<file path="src/atm_pkg.sv">
// package: register map, field positions and carrier types of the aux timer
package atm_pkg;
    // register indices on the plain register port
    localparam logic [2:0] ADDR_CTRL = 3'h0;
    localparam logic [2:0] ADDR_CNT_LO = 3'h1;
    localparam logic [2:0] ADDR_CNT_HI = 3'h2;
    localparam logic [2:0] ADDR_STATUS = 3'h3;
    localparam logic [2:0] ADDR_MASK = 3'h4;
    localparam logic [2:0] ADDR_COMP_CTRL = 3'h5;
    // control register fields
    localparam int BIT_WIDE = 7;
    localparam int BIT_CAP_HI = 6;
    localparam int BIT_PS_HI = 5;
    localparam int BIT_PS_LO = 4;
    localparam int BIT_CAP_LO = 3;
    localparam int BIT_SYNC_DIS = 2;
    localparam int BIT_CLK_SRC = 1;
    localparam int BIT_RUN = 0;
    localparam logic [7:0] CTRL_RESET = 8'h00;
    // companion control register: oscillator enable
    localparam int BIT_OSC_EN = 0;
    // status / mask layout
    localparam int BIT_OVF = 0;
    localparam int BIT_TRIG = 1;
    // internal instruction clock = oscillator / 4
    localparam int INSTR_DIV = 4;
    localparam logic [15:0] CNT_ALL_ONES = 16'hffff;
    localparam logic [15:0] CNT_ZERO = 16'h0000;
    localparam logic [7:0] BYTE_ZERO = 8'h00;

    // register port request
    typedef struct packed {
        logic [2:0] addr;
        logic [7:0] wdata;
        logic wr;
        logic rd;
    } atm_req_t;

    // timebase routing towards the two capture/compare units
    typedef struct packed {
        logic unit1_uses_aux;
        logic unit2_uses_aux;
    } atm_route_t;
endpackage : atm_pkg

</file>
<file path="src/atm_prescaler.sv">
// module: edge-enable prescaler dividing by 1, 2, 4 or 8
`timescale 1ns/1ps
`default_nettype none
module atm_prescaler #(
    parameter int WIDTH = 3
) (
    input wire logic mclk,
    input wire logic resetn,
    input wire logic clear,
    input wire logic tick_in,
    input wire logic [1:0] sel,
    output logic tick_out
);
    typedef struct packed {
        logic [WIDTH-1:0] cnt;
    } atm_ps_state_t;

    atm_ps_state_t state;
    atm_ps_state_t next_state;
    logic [WIDTH-1:0] lim;

    // terminal value per code: 00 /1, 01 /2, 10 /4, 11 /8
    always_comb
    begin
        lim = WIDTH'((1 << sel) - 1);
        next_state = state;
        tick_out = tick_in && (state.cnt == lim);
        if (clear)
        begin
            next_state.cnt = '0;
        end
        else if (tick_in)
        begin
            next_state.cnt = (state.cnt == lim) ? '0 :
                             WIDTH'(state.cnt + 1'b1);
        end
    end

    // prescaler state
    always_ff @(posedge mclk or negedge resetn)
    begin
        if (!resetn)
            state <= '0;
        else
            state <= next_state;
    end
endmodule : atm_prescaler
`default_nettype wire

</file>
<file path="src/atm_edge_detect.sv">
// module: external count input qualifier with optional synchroniser
`timescale 1ns/1ps
`default_nettype none
module atm_edge_detect (
    input wire logic mclk,
    input wire logic resetn,
    input wire logic enable,
    input wire logic bypass_sync,
    input wire logic clk_in,
    output logic rise
);
    typedef struct packed {
        logic s1;
        logic s2;
        logic last;
        logic armed;
    } atm_ed_state_t;

    atm_ed_state_t state;
    atm_ed_state_t next_state;
    logic sample;

    // bypass saves two cycles of latency but risks a metastable sample
    always_comb
    begin
        next_state = state;
        next_state.s1 = clk_in;
        next_state.s2 = state.s1;
        sample = bypass_sync ? clk_in : state.s2;
        next_state.last = sample;
        rise = 1'b0;
        if (!enable)
        begin
            next_state.armed = 1'b0;
        end
        else
        begin
            // only rises after a first seen fall are counted
            if (state.last && !sample)
                next_state.armed = 1'b1;
            rise = state.armed && !state.last && sample;
        end
    end

    // detector state
    always_ff @(posedge mclk or negedge resetn)
    begin
        if (!resetn)
            state <= '0;
        else
            state <= next_state;
    end
endmodule : atm_edge_detect
`default_nettype wire

</file>
<file path="src/atm_timer.sv">
// module: 16-bit aux timer with register port, routing and interrupt
`timescale 1ns/1ps
`default_nettype none
module atm_timer #(
    parameter int INSTR_DIV = atm_pkg::INSTR_DIV
) (
    input wire logic mclk,
    input wire logic resetn,
    input wire logic [2:0] reg_addr,
    input wire logic [7:0] reg_wdata,
    input wire logic reg_wr,
    input wire logic reg_rd,
    output logic [7:0] reg_rdata,
    input wire logic external_count_input,
    input wire logic companion_osc_in,
    input wire logic special_event_trigger,
    output logic unit1_uses_aux,
    output logic unit2_uses_aux,
    output logic irq
);
    typedef enum logic [1:0] {
        ST_IDLE = 2'b01,
        ST_RUN = 2'b10
    } atm_mode_t;

    typedef struct packed {
        atm_mode_t mode;
        logic [7:0] ctrl;
        logic [7:0] comp_ctrl;
        logic [15:0] count;
        logic [7:0] hi_buf;
        logic [1:0] status;
        logic [1:0] mask;
        logic [1:0] div_cnt;
        logic [7:0] rdata;
    } atm_state_t;

    atm_state_t state;
    atm_state_t next_state;
    atm_pkg::atm_req_t req;
    atm_pkg::atm_route_t route;
    logic ext_sel;
    logic run;
    logic wide;
    logic instr_tick;
    logic ext_src;
    logic ext_rise;
    logic raw_tick;
    logic cnt_tick;
    logic [1:0] events;

    // byte-read decode used by the read mux
    function automatic logic [7:0] rd_mux(input atm_state_t s,
                                          input logic [2:0] a);
        begin
            case (a)
                atm_pkg::ADDR_CTRL: rd_mux = s.ctrl;
                atm_pkg::ADDR_CNT_LO: rd_mux = s.count[7:0];
                atm_pkg::ADDR_CNT_HI: rd_mux = s.ctrl[atm_pkg::BIT_WIDE] ?
                                               s.hi_buf : s.count[15:8];
                atm_pkg::ADDR_STATUS: rd_mux = {6'h00, s.status};
                atm_pkg::ADDR_MASK: rd_mux = {6'h00, s.mask};
                atm_pkg::ADDR_COMP_CTRL: rd_mux = s.comp_ctrl;
                default: rd_mux = atm_pkg::BYTE_ZERO;
            endcase
        end
    endfunction : rd_mux

    assign req = '{addr: reg_addr, wdata: reg_wdata, wr: reg_wr, rd: reg_rd};
    assign run = state.ctrl[atm_pkg::BIT_RUN];
    assign wide = state.ctrl[atm_pkg::BIT_WIDE];
    assign ext_sel = state.ctrl[atm_pkg::BIT_CLK_SRC];

    // companion oscillator replaces the pin while it is enabled
    assign ext_src = state.comp_ctrl[atm_pkg::BIT_OSC_EN] ?
                     companion_osc_in : external_count_input;

    // instruction clock: one tick every four system clocks
    assign instr_tick = (state.div_cnt == 2'(INSTR_DIV - 1));

    // sync-disable only acts on the external path
    atm_edge_detect u_edge (
        .mclk(mclk),
        .resetn(resetn),
        .enable(ext_sel && run),
        .bypass_sync(state.ctrl[atm_pkg::BIT_SYNC_DIS]),
        .clk_in(ext_src),
        .rise(ext_rise)
    );

    assign raw_tick = run && (ext_sel ? ext_rise : instr_tick);

    atm_prescaler u_ps (
        .mclk(mclk),
        .resetn(resetn),
        .clear(!run),
        .tick_in(raw_tick),
        .sel(state.ctrl[atm_pkg::BIT_PS_HI:atm_pkg::BIT_PS_LO]),
        .tick_out(cnt_tick)
    );

    // timebase routing for the two capture/compare units
    always_comb
    begin
        route.unit1_uses_aux = state.ctrl[atm_pkg::BIT_CAP_HI];
        route.unit2_uses_aux = state.ctrl[atm_pkg::BIT_CAP_HI] ||
                               state.ctrl[atm_pkg::BIT_CAP_LO];
    end
    assign unit1_uses_aux = route.unit1_uses_aux;
    assign unit2_uses_aux = route.unit2_uses_aux;

    // level interrupt while any unmasked sticky bit is set
    assign irq = |(state.status & state.mask);

    // next-state: counter, register writes, reads, sticky flags
    always_comb
    begin
        next_state = state;
        events = 2'b00;
        next_state.rdata = atm_pkg::BYTE_ZERO;
        next_state.div_cnt = instr_tick ? 2'b00 : 2'(state.div_cnt + 2'b01);
        next_state.mode = run ? ST_RUN : ST_IDLE;
        case (state.mode)
            ST_RUN:
            begin
                if (cnt_tick)
                begin
                    next_state.count = state.count + 16'h0001;
                    if (state.count == atm_pkg::CNT_ALL_ONES)
                        events[atm_pkg::BIT_OVF] = 1'b1;
                end
            end
            ST_IDLE:
            begin
                next_state.count = state.count; // hold while stopped
            end
            default:
            begin
                next_state.mode = ST_IDLE;
            end
        endcase
        if (req.rd)
        begin
            next_state.rdata = rd_mux(state, req.addr);
            // wide-mode low read snapshots the high byte
            if (wide && req.addr == atm_pkg::ADDR_CNT_LO)
                next_state.hi_buf = state.count[15:8];
        end
        if (req.wr)
        begin
            case (req.addr)
                atm_pkg::ADDR_CTRL: next_state.ctrl = req.wdata;
                atm_pkg::ADDR_COMP_CTRL: next_state.comp_ctrl = req.wdata;
                atm_pkg::ADDR_MASK: next_state.mask = req.wdata[1:0];
                atm_pkg::ADDR_STATUS:
                    next_state.status = state.status & ~req.wdata[1:0];
                atm_pkg::ADDR_CNT_LO:
                begin
                    // wide: buffered high lands with the low byte
                    if (wide)
                        next_state.count = {state.hi_buf, req.wdata};
                    else
                        next_state.count[7:0] = req.wdata;
                end
                atm_pkg::ADDR_CNT_HI:
                begin
                    if (wide)
                        next_state.hi_buf = req.wdata;
                    else
                        next_state.count[15:8] = req.wdata;
                end
                default:
                begin
                    next_state.ctrl = state.ctrl;
                end
            endcase
        end
        // trigger comes last: it wins over an increment and a write
        if (special_event_trigger)
        begin
            next_state.count = atm_pkg::CNT_ZERO;
            events[atm_pkg::BIT_TRIG] = 1'b1;
        end
        // a set in the clear cycle wins
        next_state.status = next_state.status | events;
    end

    assign reg_rdata = state.rdata;

    // the single state register
    always_ff @(posedge mclk or negedge resetn)
    begin
        if (!resetn)
        begin
            state <= '0;
            state.mode <= ST_IDLE;
            state.ctrl <= atm_pkg::CTRL_RESET;
        end
        else
        begin
            state <= next_state;
        end
    end
endmodule : atm_timer
`default_nettype wire

</file>
<file path="config.mk">
export PLATFORM = sky130hd
export DESIGN_NAME = atm_timer
export DESIGN_NICKNAME = d
export VERILOG_FILES = /design/src/atm_pkg.sv /design/src/atm_prescaler.sv /design/src/atm_edge_detect.sv /design/src/atm_timer.sv
export SDC_FILE = /design/constraint.sdc
export NUM_CORES = 1
export LEC_CHECK = 0
export ABC_AREA = 0
export BUFFER_PORTS_ARGS = -buffer_cell sky130_fd_sc_hd__buf_2
export CORE_ASPECT_RATIO = 0.75
export CORE_MARGIN = 2
export CORE_UTILIZATION = 40
export DETAILED_ROUTE_END_ITERATION = 8
export PLACE_DENSITY = 0.64
export SLEW_MARGIN = 20
export SYNTH_ARGS = -nofsm -noshare
export SYNTH_HDL_FRONTEND = slang
export SYNTH_SLANG_ARGS = --single-unit
</file>
<file path="constraint.sdc">
create_clock -name mclk -period 2.67 [get_ports mclk]
set_input_delay 0 -clock mclk [delete_from_list [all_inputs] [get_ports mclk]]
set_output_delay 0 -clock mclk [all_outputs]
set_load 0.05 [all_outputs]
</file>
# Word-level counts from Yosys, hierarchy flattened
# Cells that the tools add are included.
# word_totals
reg_bits	63
input_bits	18
out_inout_bits	11
elab_cells	84
# classes
addsub	4
n_eq_ne	12
shift	1
muxes	33
bitwise	4
reduce_logical	16
# ops
op	count
2-to-1 mux 8 bit	9
2-to-1 mux 16 bit	3
case mux 8 bit (6 select lines)	1
2-to-1 mux 28 bit	1
adder 16 x 1 -> 16 bit, second input constant	1
== test 16 bit, second input constant	1
case mux 8 bit (2 select lines)	1
2-to-1 mux 1 bit	10
2-to-1 mux 2 bit	5
2-to-1 mux 3 bit	3
logical AND 1 bit	7
== test 3 x 2 -> 1 bit, second input constant	2
== test 3 bit, second input constant	2
AND reduction 2 bit	3
bitwise AND 2 bit	2
== test 2 bit, second input constant	2
OR reduction 2 bit	2
adder 3 x 1 -> 3 bit, second input constant	1
== test 3 x 1 -> 1 bit, second input constant	1
== test 3 bit	1
logical NOT 3 bit	1
left shift 1 x 2 -> 3 bit, first input constant	1
subtractor 3 x 2 -> 3 bit, second input constant	1
adder 2 x 1 -> 2 bit, second input constant	1
other kinds (7)	8

# Longest topological paths before layout
# logic_depth
word_depth	13
depth_mapped	9
depth_no_buf	8

# Cells and area by module
# Synthesis repeated with hierarchy kept, for this count alone.
# hier_totals
hier_cells	361
hier_area_um2	3774.9
# by_module_without_submodules
mod	instances	cells_per_inst	area_per_inst_um2	seq_area_each_um2
atm_timer	1	328	3398.3	1402.6
atm_prescaler	1	24	232.7	75.1
atm_edge_detect	1	9	143.9	100.1

# Least setup slack after synthesis
# No wires, ideal clock.
# synth_timing
path_kind	register -> register
startpoint	reg state[51] in the netlist's numbering
endpoint	reg state[36] in the netlist's numbering
setup_time_ns	0.094
t_arrival_ns	2.037
required_time_ns	2.576
setup_slack_ns	0.539
stages_incl_launch_ff	8
n_path_buf	0
period_less_slack_ns	2.131
cell_sequence	dfrtp_1 or4_4 o22ai_2 a31oi_2 nor4_2 nand3_1 xor2_1 a221oi_2
# synth_rtl
element	line	text
from (decl)	atm_timer.sv:38	atm_state_t state;
from (signal assigned)	atm_timer.sv:201	state <= next_state;

==> results.ini <==
[min_path]
holdCritPathClass = in2reg
whs_path_depth = 3

[route]
avgViaCountPerCell = 5.619
drt-total-wl_mm = 9.105
first_iter_violations = 201
vias = 2815
drc = 0
routedWlPerCell_um = 18.17
drt_pass1_iterations = 4
ant_nets = 0

[logic_synthesis]
yosysMostFrequentCell = dfrtp_1
synth_ff_type = dfrtp_1
yosysUniqueCellTypes = 49
ys_async_sr_fraction_pct = 100.0
seq_area_frac_synth_pct = 45.18
yosys.area.top_type = dfrtp_1
synth_top_area_share_pct = 44.43
syn-cell-area_mm2 = 0.003492
synth_edf_count = 0
ys_ff_latch = 63
synth_fp_nets = 378
avgSynthCellArea_um2 = 9.809
ys_warn_count = 0
synth_common_cells = 62 x dfrtp_1, 37 x nand2_1, 35 x nor2_1
syn_inst = 356
synth_area_leaders = dfrtp_1 44%, mux2_2 5.8%, mux2i_1 5.2%, nand2_1 4.0%, nor2_1 3.8%

[clocking]
cts_sinks = 63
post_cts_buffers = 0
cts.path.max_buffers = 2
cts_resized = 0
cts_max_level = 3
cts_tree = done
numCtsBuffers = 9
clk_root_buffer_cell = clkbuf_16
clkTransAtPathRegs_ps = 60
clock_latency_ps = 340

[global_routing]
gr-usage-met3_pct = 6.286
grt_use_met1_pct = 29.84
grt_pass1_vias = 2681
use_met2_pct = 27.22
gr-total-overflow = 0
antenna_found_initial = 0
grt_pass1_wl_mm = 14.37
grt_usage_pct = 19.99
grt-busiest-layer = met1
grt_max_degree = 64

[layout]
drive_gt1_share_pct = 21.37
final_nets = 410
area_growth_pct = 18.60
antenna_cells = 0
final_cells = 501
final_cell_area_mm2 = 0.004141

[sta]
setup_violations = 0
setup_tns_ps = 0
timing.hold.ws_ps = 31.39
period_share_pct = 92.53
max_slew_margin_pct = 55.26
period_needed_ps = 2470
worst_pin_slew_ps = 668.6
max_freq_ghz = 0.4048
rsz0062_at_grt = false
skew_ps = 5.716
slew_viol_final = 0
final_hold_viol_count = 0

[power_and_ir_drop]
leakagePower_nw = 1.793
p_per_area_mw_per_mm2 = 710.2
peakVddDrop_mv = 0.4960
power.total_mw = 2.941

[worst_setup_path]
cp_slowest_cell = nor2_1
critical_path_required_ps = 2920
crit_chain = or4_4 > o22ai_2 > a31oi_2 > nor2_1 > nand4_1 > xor2_1 > a211oi_1
crit_arrival_ps = 2720
critPathTopFamily = simple AND/OR/NAND/NOR gates
endpoint_kind = flip-flop
r2r-start = state[51]
start_kind = flip-flop
cp.depth = 7
ff2ff_setup_slack_ps = 200
endpoint = state[28]
reg2reg_depth = 7
cp_num_buf_inv = 0
cp-startpoint = state[51]
worstReg2RegEnd = state[28]
path_max_fanout = 11
critical_path_class = reg2reg
cp_slowest_stage_delay_ps = 570

[place]
portBuffers = 28
placedCellCount = 474
hpwl_mm = 6.397
place_congestion = 0.8780
post_dp_cell_area_mm2 = 0.003710

[die]
die-area_mm2 = 0.009502
initial_utilization_pct = 41.31
die_w_um = 111.9
die_y_um = 84.92
core_mm2 = 0.008454
num_rows = 29
io_pins = 29

[flow_run]
drv_cap = 0

[run_status]
status = finished, final reports clean

routing by layer:
metal / vias up / wire length, um
met3: 12 / 695
met4: 0 / 152
li1: 1342 / -
met5: - / 0
met1: 1377 / 4416
met2: 84 / 3841
per-stage QoR:
stage / worst slack (ps) / utilization (%)
4_1_cts: 209.7 / 48.99
6_report: 199.5 / 48.99
2_1_floorplan: 539.1 / -
3_3_place_gp: 223.5 / 43.88
5_1_grt: 31.49 / 48.99
3_5_place_dp: 217.4 / 43.88
cells in the final DEF (no fill, tap or decap), drive strengths merged, types with 8 or more instances in the layout:
master and count:
dfrtp 62, nand2 37, buf 36, nor2 35
o21ai 19, mux2i 18, mux2 18, a21oi 15
dlygate4sd3 11, nand3 10, xor2 10, nor3 9
a22oi 9, clkbuf 9, inv 9, a211oi 8
report_power, final:
group	switching (mW)	total, mW	internal (mW)
Sequential	0.117	1.20	1.08
Combinational	0.274	0.479	0.205
Clock	0.443	1.26	0.817
flip-flops by register name, summed over array words and instances, names as in the netlist:
| register | cells |
|---|---|
| reg_rdata | 8 |
| u_edge.next_state | 1 |
| ext_sel | 1 |
| unit1_uses_aux | 1 |
| u_edge.state | 3 |
| u_ps.state | 3 |
| state | 45 |
| run | 1 |
worst register-to-register path, cell delays in order, from the launching register on:
cell      delay, ps
dfrtp_1         420
or4_4           530
o22ai_2         160
a31oi_2         100
nor2_1          570
nand4_1         190
xor2_1          180
a211oi_1        230
cell families (layout without fill, tap and decap cells):
| family | after synthesis | count (layout) | synth area share, % |
|---|---|---|---|
| and+or+nand+nor | 125 | 125 | 18.13 |
| AOI/OAI and AO/OA | 80 | 80 | 16.19 |
| xor gates and xnor gates | 14 | 14 | 3.511 |
| buffers and inverters | 34 | 71 | 4.586 |
| DFF | 63 | 63 | 45.18 |
| muxes | 36 | 36 | 10.96 |
| adders and majority gates | 4 | 4 | 1.433 |
what timing repair did:
action / CTS / global route
endpoints found under the setup margin: 0 / 0
hold buffers: 11 / 0
endpoints found under the hold margin: 82 / 0
area by class of cell:
type	count	area (um2)
Clock buffer	9	225.2
Clock inverter	7	96.34
Fill cell	784	4313
Inverter	8	30.03
Multi-Input combinational cell	259	1754
Sequential cell	63	1578
Tap cell	108	135.1
Timing Repair Buffer	47	322.8
worst min-delay path by stage:
| stage | start | endpoint | slack [ps] |
|---|---|---|---|
| floorplan | resetn | ext_sel | -300 |
| CTS | reg_wdata[0] | state[14] | 10 |
| global placement | resetn | state[8] | 40 |
| detailed placement | resetn | state[9] | 40 |
| global route | reg_wdata[0] | state[14] | 40 |
| finish | reg_wdata[0] | state[14] | 30 |
(Power assumes the default switching activity.)
